## config.mk

```make
export PLATFORM = sky130hd
export DESIGN_NAME = aed_event_debounce
export DESIGN_NICKNAME = d
export VERILOG_FILES = /design/src/verilog/aed_pkg.sv /design/src/verilog/aed_event_debounce.sv
export SDC_FILE = /design/constraint.sdc
export NUM_CORES = 2
export LEC_CHECK = 0
export ABC_AREA = 1
export BUFFER_PORTS_ARGS = -buffer_cell sky130_fd_sc_hd__buf_2
export CORE_UTILIZATION = 45
export CTS_CLUSTER_SIZE = 30
export DETAILED_ROUTE_END_ITERATION = 12
export PLACE_DENSITY_LB_ADDON = 0.15
export SYNTH_ARGS = -nofsm -noshare
export SYNTH_HDL_FRONTEND = slang
export SYNTH_SLANG_ARGS = --single-unit
```

## constraint.sdc

```tcl
create_clock -name core_clk -period 17.54 [get_ports core_clk]
set_clock_uncertainty 0.2 [all_clocks]
set_input_delay 1.754 -clock core_clk [delete_from_list [all_inputs] [get_ports core_clk]]
set_output_delay 1.754 -clock core_clk [all_outputs]
set_load 0.01 [all_outputs]
```

## src/verilog/aed_pkg.sv

```systemverilog
// Constants for the inertial event debounce and vector-magnitude block.
// Assumes one 40 MHz core clock and byte-wide register accesses by address.
// How it works
// - Eight-bit freefall/motion debounce count register.
// - Event flag sets when counter equals count.
// - Counter saturates at the programmed count.
// - Counter advances once per rate-dependent step.
// - Hybrid mode doubles the freefall/motion debounce step; the vector counter is unaffected.
// - Mode bit chooses decrement or clear.
// - Vector event when distance exceeds threshold long enough.
// - Reference vector is never readable by host.
// - Unlatched flag follows debounced condition both ways.
// - Latched flag holds until interrupt source read.
// - Enable captures live outputs as reference.
// - Init mode loads reference from registers.
// - Trigger replaces reference unless hold set.
// - Hold keeps reference from enable time.
// - Init plus hold: register writes apply immediately.
// - Function runs only while enable bit set.
// - Threshold is thirteen-bit unsigned, two registers.
// - Below threshold: decrement or clear vector counter.
// - Vector debounce counts whole sample periods.
// - Initial references are signed fourteen-bit values.
package aed_pkg;

  localparam logic [7:0] ADDR_INT_SOURCE = 8'h0c;
  localparam logic [7:0] ADDR_MOTION_DEBOUNCE_COUNT = 8'h18;
  localparam logic [7:0] ADDR_VECTOR_CHANGE_CONFIG = 8'h5f;
  localparam logic [7:0] ADDR_VECTOR_INIT_Z_LO = 8'h68;
  localparam int NUM_REGS = 11;
  localparam int IDX_COUNT = 0;
  localparam int IDX_CFG = 1;
  localparam int IDX_THS_HI = 2;
  localparam int IDX_THS_LO = 3;
  localparam int IDX_VCNT = 4;
  localparam int IDX_INIT = 5;
  localparam logic [7:0] REG_RESET = 8'h00;

  localparam int CFG_LATCH_BIT = 6;
  localparam int CFG_INIT_BIT = 5;
  localparam int CFG_HOLD_BIT = 4;
  localparam int CFG_EN_BIT = 3;
  localparam int THS_DBMODE_BIT = 7;

  localparam int CLK_PERIOD_NS = 25;
  localparam int STEP_BASE_NS = 1250000;
  localparam int STEP_BASE_CYCLES = STEP_BASE_NS / CLK_PERIOD_NS;

  localparam logic [1:0] PWR_NORMAL = 2'h0;
  localparam logic [1:0] PWR_LOW_POWER_LOW_NOISE = 2'h1;
  localparam logic [1:0] PWR_HIGHRES = 2'h2;
  localparam logic [1:0] PWR_LOWPOWER = 2'h3;

  // Step length as a power of two of the 1.25 ms base, per data rate code.
  localparam logic [3:0] ODR_STEP_SHIFT [8] = '{4'h0, 4'h1, 4'h2, 4'h3, 4'h4, 4'h6, 4'h7, 4'h9};
  localparam logic [3:0] CAP_NORMAL = 4'h4;
  localparam logic [3:0] CAP_LOW_POWER_LOW_NOISE = 4'h6;
  localparam logic [3:0] CAP_HIGHRES = 4'h1;
  localparam logic [3:0] CAP_LOWPOWER = 4'h7;

endpackage

```

## src/verilog/aed_event_debounce.sv

```systemverilog
// Freefall/motion debounce counter and accelerometer vector-magnitude change detector.
// Assumes one core clock, synchronous inputs, and a one-cycle sample strobe from the data path.
`timescale 1ns/1ps
`default_nettype none

module aed_event_debounce
  import aed_pkg::*;
#(
  parameter int unsigned STEP_CYCLES = STEP_BASE_CYCLES
)
(
  // Clock and reset
  input wire logic core_clk,
  input wire logic rst_n,
  // Register port
  input wire logic regWrEn,
  input wire logic regRdEn,
  input wire logic [7:0] regAddr,
  input wire logic [7:0] regWrData,
  output logic [7:0] regRdData,
  // Sample path
  input wire logic sampleValid,
  input wire logic signed [13:0] accelX,
  input wire logic signed [13:0] accelY,
  input wire logic signed [13:0] accelZ,
  input wire logic ffmtCondition,
  input wire logic ffmtDebounceMode,
  // Rate and power mode
  input wire logic [2:0] odrSel,
  input wire logic [1:0] powerMode,
  input wire logic hybridMode,
  // Event flags
  output logic ffmtEvent,
  output logic vecmEvent
);

  localparam int BW = $clog2(STEP_CYCLES + 1);

  if (STEP_CYCLES < 1)
  begin : gBadStep
    $error("STEP_CYCLES must be at least one");
  end

  // Register file.
  logic [7:0] regQ [NUM_REGS], regD [NUM_REGS];
  logic [7:0] rdDataQ, rdDataD;
  logic regHit;
  logic [3:0] regIdx;

  always_comb
  begin
    regHit = 1'b0;
    regIdx = 4'h0;
    if (regAddr == ADDR_MOTION_DEBOUNCE_COUNT)
    begin
      regHit = 1'b1;
    end
    else if (regAddr >= ADDR_VECTOR_CHANGE_CONFIG && regAddr <= ADDR_VECTOR_INIT_Z_LO)
    begin
      regHit = 1'b1;
      regIdx = 4'(regAddr - ADDR_VECTOR_CHANGE_CONFIG + 8'h01);
    end
  end

  always_comb
  begin
    regD = regQ;
    rdDataD = rdDataQ;
    if (regWrEn && regHit)
    begin
      regD[regIdx] = regWrData;
    end
    // The reference vector has no address, so it can never be read back.
    if (regRdEn)
    begin
      rdDataD = regHit ? regQ[regIdx] : 8'h00;
    end
  end

  always_ff @(posedge core_clk or negedge rst_n)
  begin
    if (!rst_n)
    begin
      regQ <= '{default: REG_RESET};
      rdDataQ <= REG_RESET;
    end
    else
    begin
      regQ <= regD;
      rdDataQ <= rdDataD;
    end
  end

  assign regRdData = rdDataQ;

  logic [7:0] ffmtCount;
  logic vecEn, vecLatch, vecInitMode, vecHold, vecDbMode;
  logic [12:0] vecThs;
  logic [7:0] vecCount;
  assign ffmtCount = regQ[IDX_COUNT];
  assign vecEn = regQ[IDX_CFG][CFG_EN_BIT];
  assign vecLatch = regQ[IDX_CFG][CFG_LATCH_BIT];
  assign vecInitMode = regQ[IDX_CFG][CFG_INIT_BIT];
  assign vecHold = regQ[IDX_CFG][CFG_HOLD_BIT];
  assign vecDbMode = regQ[IDX_THS_HI][THS_DBMODE_BIT];
  assign vecThs = {regQ[IDX_THS_HI][4:0], regQ[IDX_THS_LO]};
  assign vecCount = regQ[IDX_VCNT];

  // Debounce time step divider.
  logic [BW-1:0] baseCntQ, baseCntD;
  logic [10:0] multCntQ, multCntD;
  logic [3:0] rateShift, capShift, stepShift;
  logic baseTick, stepTick;

  always_comb
  begin
    rateShift = ODR_STEP_SHIFT[odrSel];
    unique case (powerMode)
      PWR_NORMAL: capShift = CAP_NORMAL;
      PWR_LOW_POWER_LOW_NOISE: capShift = CAP_LOW_POWER_LOW_NOISE;
      PWR_HIGHRES: capShift = CAP_HIGHRES;
      PWR_LOWPOWER: capShift = CAP_LOWPOWER;
    endcase
    stepShift = (rateShift > capShift) ? capShift : rateShift;
    stepShift = stepShift + {3'h0, hybridMode};
    baseTick = (baseCntQ == BW'(STEP_CYCLES - 1));
    stepTick = baseTick && (multCntQ == (11'h001 << stepShift) - 11'h001);
    baseCntD = baseTick ? '0 : baseCntQ + BW'(1);
    multCntD = multCntQ;
    if (stepTick)
    begin
      multCntD = 11'h000;
    end
    else if (baseTick)
    begin
      multCntD = multCntQ + 11'h001;
    end
  end

  always_ff @(posedge core_clk or negedge rst_n)
  begin
    if (!rst_n)
    begin
      baseCntQ <= '0;
      multCntQ <= 11'h000;
    end
    else
    begin
      baseCntQ <= baseCntD;
      multCntQ <= multCntD;
    end
  end

  // Freefall/motion debounce counter.
  logic ffmtCondQ, ffmtCondD;
  logic [7:0] ffmtCntQ, ffmtCntD;
  logic ffmtEventQ, ffmtEventD;

  always_comb
  begin
    ffmtCondD = sampleValid ? ffmtCondition : ffmtCondQ;
    ffmtCntD = ffmtCntQ;
    ffmtEventD = ffmtEventQ;
    if (stepTick)
    begin
      if (ffmtCondQ)
      begin
        ffmtCntD = (ffmtCntQ < ffmtCount) ? ffmtCntQ + 8'h01 : ffmtCount;
      end
      else if (ffmtDebounceMode)
      begin
        ffmtCntD = 8'h00;
      end
      else if (ffmtCntQ != 8'h00)
      begin
        ffmtCntD = ffmtCntQ - 8'h01;
      end
      ffmtEventD = ffmtCondQ && (ffmtCntD == ffmtCount);
    end
  end

  always_ff @(posedge core_clk or negedge rst_n)
  begin
    if (!rst_n)
    begin
      ffmtCondQ <= 1'b0;
      ffmtCntQ <= 8'h00;
      ffmtEventQ <= 1'b0;
    end
    else
    begin
      ffmtCondQ <= ffmtCondD;
      ffmtCntQ <= ffmtCntD;
      ffmtEventQ <= ffmtEventD;
    end
  end

  assign ffmtEvent = ffmtEventQ;

  // Vector-magnitude change detector.
  logic signed [13:0] accel [3];
  logic signed [13:0] initVal [3];
  logic signed [13:0] refQ [3], refD [3], loadVal [3];
  logic [29:0] sq [3];
  logic [31:0] distSq;
  logic [25:0] thsSq;
  logic above, enPrevQ, enRise, trigger, clearRead;
  logic [7:0] vecCntQ, vecCntD;
  logic vecEventQ, vecEventD;

  assign accel[0] = accelX;
  assign accel[1] = accelY;
  assign accel[2] = accelZ;

  for (genvar a = 0; a < 3; a++)
  begin : gAxis
    logic signed [14:0] diff;
    assign initVal[a] = {regQ[IDX_INIT + 2 * a][5:0], regQ[IDX_INIT + 2 * a + 1]};
    assign loadVal[a] = vecInitMode ? initVal[a] : accel[a];
    assign diff = 15'(accel[a]) - 15'(refQ[a]);
    assign sq[a] = 30'(diff * diff);
  end

  assign distSq = 32'(sq[0]) + 32'(sq[1]) + 32'(sq[2]);
  assign thsSq = 26'(vecThs * vecThs);
  assign above = distSq > {6'h00, thsSq};
  assign enRise = vecEn && !enPrevQ;
  assign trigger = vecEn && sampleValid && above && (vecCntQ >= vecCount);
  assign clearRead = regRdEn && (regAddr == ADDR_INT_SOURCE);

  always_comb
  begin
    refD = refQ;
    if (enRise)
    begin
      refD = loadVal;
    end
    else if (vecEn && vecInitMode && vecHold)
    begin
      refD = initVal;
    end
    else if (trigger && !vecHold)
    begin
      refD = accel;
    end
  end

  always_comb
  begin
    vecCntD = vecCntQ;
    vecEventD = vecEventQ;
    if (!vecEn)
    begin
      vecCntD = 8'h00;
    end
    else if (sampleValid)
    begin
      if (above)
      begin
        vecCntD = (vecCntQ < vecCount) ? vecCntQ + 8'h01 : vecCount;
      end
      else if (vecDbMode)
      begin
        vecCntD = 8'h00;
      end
      else if (vecCntQ != 8'h00)
      begin
        vecCntD = vecCntQ - 8'h01;
      end
    end
    if (vecLatch)
    begin
      // A trigger in the same cycle as the clearing read wins.
      vecEventD = trigger || (vecEventQ && !clearRead);
    end
    else if (!vecEn)
    begin
      vecEventD = 1'b0;
    end
    else if (sampleValid)
    begin
      vecEventD = trigger || (vecEventQ && vecCntD != 8'h00);
    end
  end

  always_ff @(posedge core_clk or negedge rst_n)
  begin
    if (!rst_n)
    begin
      refQ <= '{default: '0};
      enPrevQ <= 1'b0;
      vecCntQ <= 8'h00;
      vecEventQ <= 1'b0;
    end
    else
    begin
      refQ <= refD;
      enPrevQ <= vecEn;
      vecCntQ <= vecCntD;
      vecEventQ <= vecEventD;
    end
  end

  assign vecmEvent = vecEventQ;

  chk_ffmt_saturate: assert property (@(posedge core_clk) disable iff (!rst_n)
    $changed(ffmtCntQ) && $past(ffmtCondQ) |-> ffmtCntQ <= ffmtCount)
    else $error("Motion debounce counter passed its count.");
  chk_ffmt_flag_set: assert property (@(posedge core_clk) disable iff (!rst_n)
    $rose(ffmtEventQ) |-> ffmtCntQ == ffmtCount && $past(stepTick))
    else $error("Motion event set away from the count.");
  chk_ffmt_step_only: assert property (@(posedge core_clk) disable iff (!rst_n)
    $changed(ffmtCntQ) |-> $past(stepTick))
    else $error("Motion counter moved off a time step.");
  chk_vecm_disabled: assert property (@(posedge core_clk) disable iff (!rst_n)
    !vecEn |=> vecCntQ == 8'h00)
    else $error("Vector counter ran while disabled.");
  chk_vecm_latch_hold: assert property (@(posedge core_clk) disable iff (!rst_n)
    vecLatch && vecEventQ && !clearRead ##1 vecLatch |-> vecEventQ)
    else $error("Latched vector flag dropped without a read.");
  chk_vecm_read_clear: assert property (@(posedge core_clk) disable iff (!rst_n)
    vecLatch && clearRead && !trigger |=> !vecEventQ)
    else $error("Interrupt source read did not clear the flag.");
  chk_vecm_dbclear: assert property (@(posedge core_clk) disable iff (!rst_n)
    vecEn && vecDbMode && sampleValid && !above |=> vecCntQ == 8'h00)
    else $error("Vector counter not cleared below threshold.");
  chk_ref_init_load: assert property (@(posedge core_clk) disable iff (!rst_n)
    enRise && vecInitMode |=> refQ[0] == $past(initVal[0]) && refQ[2] == $past(initVal[2]))
    else $error("Reference not loaded from initial values.");
  chk_ref_trig_update: assert property (@(posedge core_clk) disable iff (!rst_n)
    trigger && !vecHold && !enRise |=> refQ[1] == $past(accelY))
    else $error("Reference not replaced on trigger.");

endmodule

`default_nettype wire

```

# --- Word level (Yosys, flattened, before mapping) ---
# Memory sizes are Yosys's and may differ from the RTL's.
# Index checks and enable logic that the tools add are counted.
word_totals:
  inputBits: 71
  n_memories: 1
  latchBits: 0
  mem_bits_ro: 32
  word_cells: 129
  regBits: 185
  ramBits: 0
memory_table:
  columns: ["name", "words", "word_bits", "rd", "rd_clocked_by_memory_dff", "wr", "line", "rtl"]
  rows:
  - ["(name not given)", 8, 4, 1, 0, 0, "aed_event_debounce.sv:117", "rateShift = ODR_STEP_SHIFT[odrSel];"]
classes:
  muxes: 38
  shifts: 1
  reduce_logical: 26
  bitwise: 2
  addsub: 15
  div: 0
  mul: 4
  eq_ne: 9
  order_cmp: 10
op_table:
  columns: ["cell", "count"]
  rows:
  - ["2-to-1 mux 42 bit", 3]
  - ["2-to-1 mux 8 bit", 15]
  - ["multiplier 15 x 15 -> 30 bit", 3]
  - ["bitwise mux 88 bit", 1]
  - ["subtractor 14 x 14 -> 15 bit", 3]
  - ["2-to-1 mux 14 bit", 3]
  - ["adder 31 x 30 -> 32 bit", 1]
  - ["binary-select mux 8 bit (select 4 bit)", 1]
  - ["demux 8 bit (select 4 bit)", 1]
  - ["greater-than comparator 32 x 26 -> 1 bit", 1]
  - ["adder 30 x 30 -> 31 bit", 1]
  - ["multiplier 13 x 13 -> 26 bit", 1]
  - ["nonzero test 8 bit", 3]
  - ["2-to-1 mux 11 bit", 2]
  - ["2-to-1 mux 4 bit", 5]
  - ["adder 16 x 1 -> 16 bit, second input constant", 1]
  - ["adder 8 x 1 -> 8 bit, second input constant", 2]
  - ["== test 16 bit, second input constant", 1]
  - ["< comparator 8 bit", 2]
  - ["2-to-1 mux 16 bit", 1]
  - ["case mux 4 bit (4 select lines)", 1]
  - ["subtractor 8 x 1 -> 8 bit, second input constant", 2]
  - ["logical AND 1 bit", 15]
  - ["adder 11 x 1 -> 11 bit, second input constant", 1]
  - ["other kinds (27)", 35]

# --- Logic depth before layout (Yosys ltp) ---
logic_depth:
  depth_word: 14
  ltp_mapped: 78
  mapped_depth_nobuf: 77

# --- Worst setup path before layout ---
# No wires, ideal clock.
synth_timing:
  path_type: "input to register"
  startpoint: "input accelY[0]"
  endpoint: "register refQ[21] (netlist name)"
  stages: 61
  setup_time_ns: 0.083
  setup_slack_ns: 5.369
  required_ns: 17.257
  arrival_ns: 11.888
  cell_sequence: "inv_1 ha_1 inv_1 fa_1 nand3_1 and2_1 nor2_1 a311oi_1 or2_1 nand2_1 a21oi_1 o21ai_1 or2_2 nand2_1 buf_2 nor2_1 fa_1 inv_1 (+25 left out) nand2_1 nor2_1 nand2_1 nor2_1 nand2_1 nand3_1 nand2_1 nand2_1 nand2_1 nand3_1 inv_1 nand2_2 nand3_2 o221ai_2 buf_4 buf_2 nand2_1 o21ai_0"
synth_via:
  elab_chain_cells: 9
synth_rtl:
  columns: ["element", "line", "rtl"]
  rows:
  - ["start: declaration", "aed_event_debounce.sv:24", "input wire logic signed [13:0] accelY,"]
  - ["subtractor 14 x 14 -> 15 bit", "aed_event_debounce.sv:220", "assign diff = 15'(accel[a]) - 15'(refQ[a]);"]
  - ["multiplier 15 x 15 -> 30 bit", "aed_event_debounce.sv:221", "assign sq[a] = 30'(diff * diff);"]
  - ["adder 30 x 30 -> 31 bit", "aed_event_debounce.sv:224", "assign distSq = 32'(sq[0]) + 32'(sq[1]) + 32'(sq[2]);"]
  - ["adder 31 x 30 -> 32 bit", "aed_event_debounce.sv:224", null]
  - ["greater-than comparator 32 x 26 -> 1 bit", "aed_event_debounce.sv:226", "assign above = distSq > {6'h00, thsSq};"]
  - ["logical AND 1 bit (2 in a row)", "aed_event_debounce.sv:228", "assign trigger = vecEn && sampleValid && above && (vecCntQ >= vecCount);"]
  - ["logical AND 1 bit", "aed_event_debounce.sv:242", "else if (trigger && !vecHold)"]
  - ["nonzero test 3 bit (no source line)", null, null]
  - ["end signal: assignment", "aed_event_debounce.sv:297", "refQ <= refD;"]
  - ["end: declaration", "aed_event_debounce.sv:203", "logic signed [13:0] refQ [3], refD [3], loadVal [3];"]
# No other way between the ends.
# A chain may end at the register's enable or synchronous reset.

# --- Worst setup path after layout ---
layout_timing:
  startpoint: "input accelZ[0]"
  endpoint: "register refQ[20] (netlist name)"
layout_via:
  elab_chain_cells: 8
layout_rtl:
  columns: ["element", "line", "rtl"]
  rows:
  - ["start: declaration", "aed_event_debounce.sv:25", "input wire logic signed [13:0] accelZ,"]
  - ["subtractor 14 x 14 -> 15 bit", "aed_event_debounce.sv:220", null]
  - ["multiplier 15 x 15 -> 30 bit", "aed_event_debounce.sv:221", null]
  - ["adder 31 x 30 -> 32 bit", "aed_event_debounce.sv:224", null]
  - ["greater-than comparator 32 x 26 -> 1 bit", "aed_event_debounce.sv:226", null]
  - ["logical AND 1 bit (2 in a row)", "aed_event_debounce.sv:228", null]
  - ["logical AND 1 bit", "aed_event_debounce.sv:242", null]
  - ["nonzero test 3 bit (no source line)", null, null]
# No other way between the ends.

==> reports/qor.yml <==
final_core_util_pct: 47.9
syn_area_sq_mm: 0.0425
async_flop_share_pct: 100
maxSlewViolCount: 0
drv_cap: 0
dieArea_sq_mm: 0.0957
ys_ff_latch: 185
synth_top_area_share_pct: 34.1
cts_made_buffers: 17
worst_slew_pin_slew_ps: 1030
grt_max_degree: 79
rsz0062_at_grt: "false"
yosysSeqAreaShare_pct: 10.9
crit_slowest_cell: "o221ai_4"
cts-root-buf: "clkbuf_16"
critPathMaxFanout: 56
ys_top_cells_by_count: "inv_1 (1344), nand2_1 (1022), fa_1 (724)"
synth_top_family_by_area: "adder cells"
areaGrowthSynthToFinish_pct: 5.46
finalCritPeriodShare_pct: 82.2
synth-edff-count: 0
placedCellCount: 6581
fmax_ghz: 0.0694
fp.dieW_microns: 309
synth_fa_ha_area_share_pct: 47.2
cp_data_arrival_time_ps: 14560
rows: 112
yosysWarnings: 0
grt_pass1_wl_microns: 184000
drcViolationCount: 0
routed_via_density: 5.06
setup_violations: 0
muxShareOfSynthArea_pct: 0.0236
fin_tns_setup_ps: 0
path_common_cell: "nand2_1"
slowest_delay_ps: 640
grt_pass1_vias: 34000
finalCriticalPeriod_ps: 14410
numClockSinks: 185
worst-setup-path-type: "in2reg"
synth_nets: 6570
final_layout_size_suffix_gt1_share_pct: 3.77
nets: 6584
yosysMostFrequentCell: "inv_1"
stdcell_count: 6613
track_usage_pct: 24.7
coreArea_sq_mm: 0.0935
overflow: 0
wl_per_cell_microns: 17.0
ioPinCount: 81
post_cts_resized: 0
antenna_found_initial: 2
slew_headroom_pct: 31.2
clk_latency_ps: 500
synth_compound_area_share_pct: 9.05
cts.clk_slew.worst_paths_ps: 70
globalplace.congestion: 0.927
vias: 33500
synth_area_leader_cell: "fa_1"
detail-route-antenna-nets: 0
io_buffers: 80
postCtsSetupRepairBufs: 0
hpwl_microns: 95500
syn_inst: 5332
synth_simple_gate_area_share_pct: 15.5
die_h_microns: 309
clock_path_buffers: 2
syn_avg_cell_area_sq_um: 7.97
drt-pass1-iter-count: 5
hold_violations: 0
start_util_pct: 45.5
yosys_most_used_dff: "dfrtp_1"
run_status: "finished, final reports clean"
fillers: 9441
cp.required_ps: 17690
hp-class: "reg2reg"
start_kind: "input pin"
synth_area_leaders: "fa_1 (34%), ha_1 (13%), inv_1 (12%)"
cts_tree: "yes"
diodes: 0
synth_cell_types: 68
drtIter0Drc: 2122
h-tree-depth: 4
endpoint_kind: "flip-flop"
cts_hold_buf: 0
synth-xor-area-share_pct: 4.18
totalWireLength_microns: 112000
## registers in the layout, summed over array words and instances, names as in the netlist, 8 cells and up
name / cells
regQ: 30
vecCount: 8
regRdData: 8
refQ: 42
vecCntQ: 8
initVal: 42
ffmtCount: 8
multCntQ: 11
baseCntQ: 16
ffmtCntQ: 8
## stage by stage
stage | hold WS, ps | worst slack (ps) | cell area [sq um]
finish | 273 | 3130 | 44800
global route | 292 | 1930 | 44800
global placement | 254 | 2850 | 44200
detailed placement | 258 | 2660 | 44200
floorplan | 214 | 5370 | 42500
CTS | 274 | 3140 | 44800
## layout by cell type, fill, tap and decap left out, types with 31 or more instances in the layout
cell type and count:
inv_1 1344, nand2_1 1022, fa_1 724, ha_1 443, nor2_1 376, a21oi_1 264, o21ai_0 227, dfrtp_1 185
xor2_1 118, nand3_1 110, xnor2_1 80, buf_2 79, a32oi_1 36, nor3_1 31
## cell families after synthesis
group,count (synthesis)
buf+inv,1476
compound gates,675
simple gates,1627
mux,1
xor+xnor,200
flops,185
fa+ha+maj,1167
other cells,1
## area by class of cell
cell class	instances	area [sq um]	area share, %
multi-input cells	3671	32300	72.0
inverters	1367	5140	11.5
flip-flops and latches	185	4630	10.3
well taps	1254	1570	3.50
repair buffers	104	589	1.32
clock buffers	19	443	0.988
clock inverters	13	163	0.363
## final timing paths
kind	start	endpoint	slack, ps	depth (start not counted)
hold / removal	baseCntQ[0]	baseCntQ[0]	270	1
max in group asynchronous	rst_n	initVal[10]	13980	3
setup / recovery	accelZ[0]	refQ[20]	3130	63
hold reg to reg	baseCntQ[0]	baseCntQ[0]	270	1
min in group asynchronous	rst_n	refQ[31]	1030	1
setup reg to reg	refQ[14]	refQ[20]	4150	58
## critical path, delay by kind of cell
kind                     cells  cell delay (ps)
AO/OA/AOI/OAI                9             2000
XOR/XNOR                     2              290
adder cells (fa/ha/maj)     12             5090
buffers and inverters       12             1880
AND/OR/NAND/NOR             28             3470
## layer usage
layer	global-route usage (%)	part of all wire [%]	vias up	wire [microns]
li1	-	-	16200	-
met1	34.9	46	16400	51300
met2	40.9	47	782	53300
met3	2.82	5.1	91	5750
met4	5.07	1.8	4	2060
met5	0	0.024	-	27
Power is not shown: default switching activity piles up to over one toggle a cycle in this logic, so the estimate is an artifact.
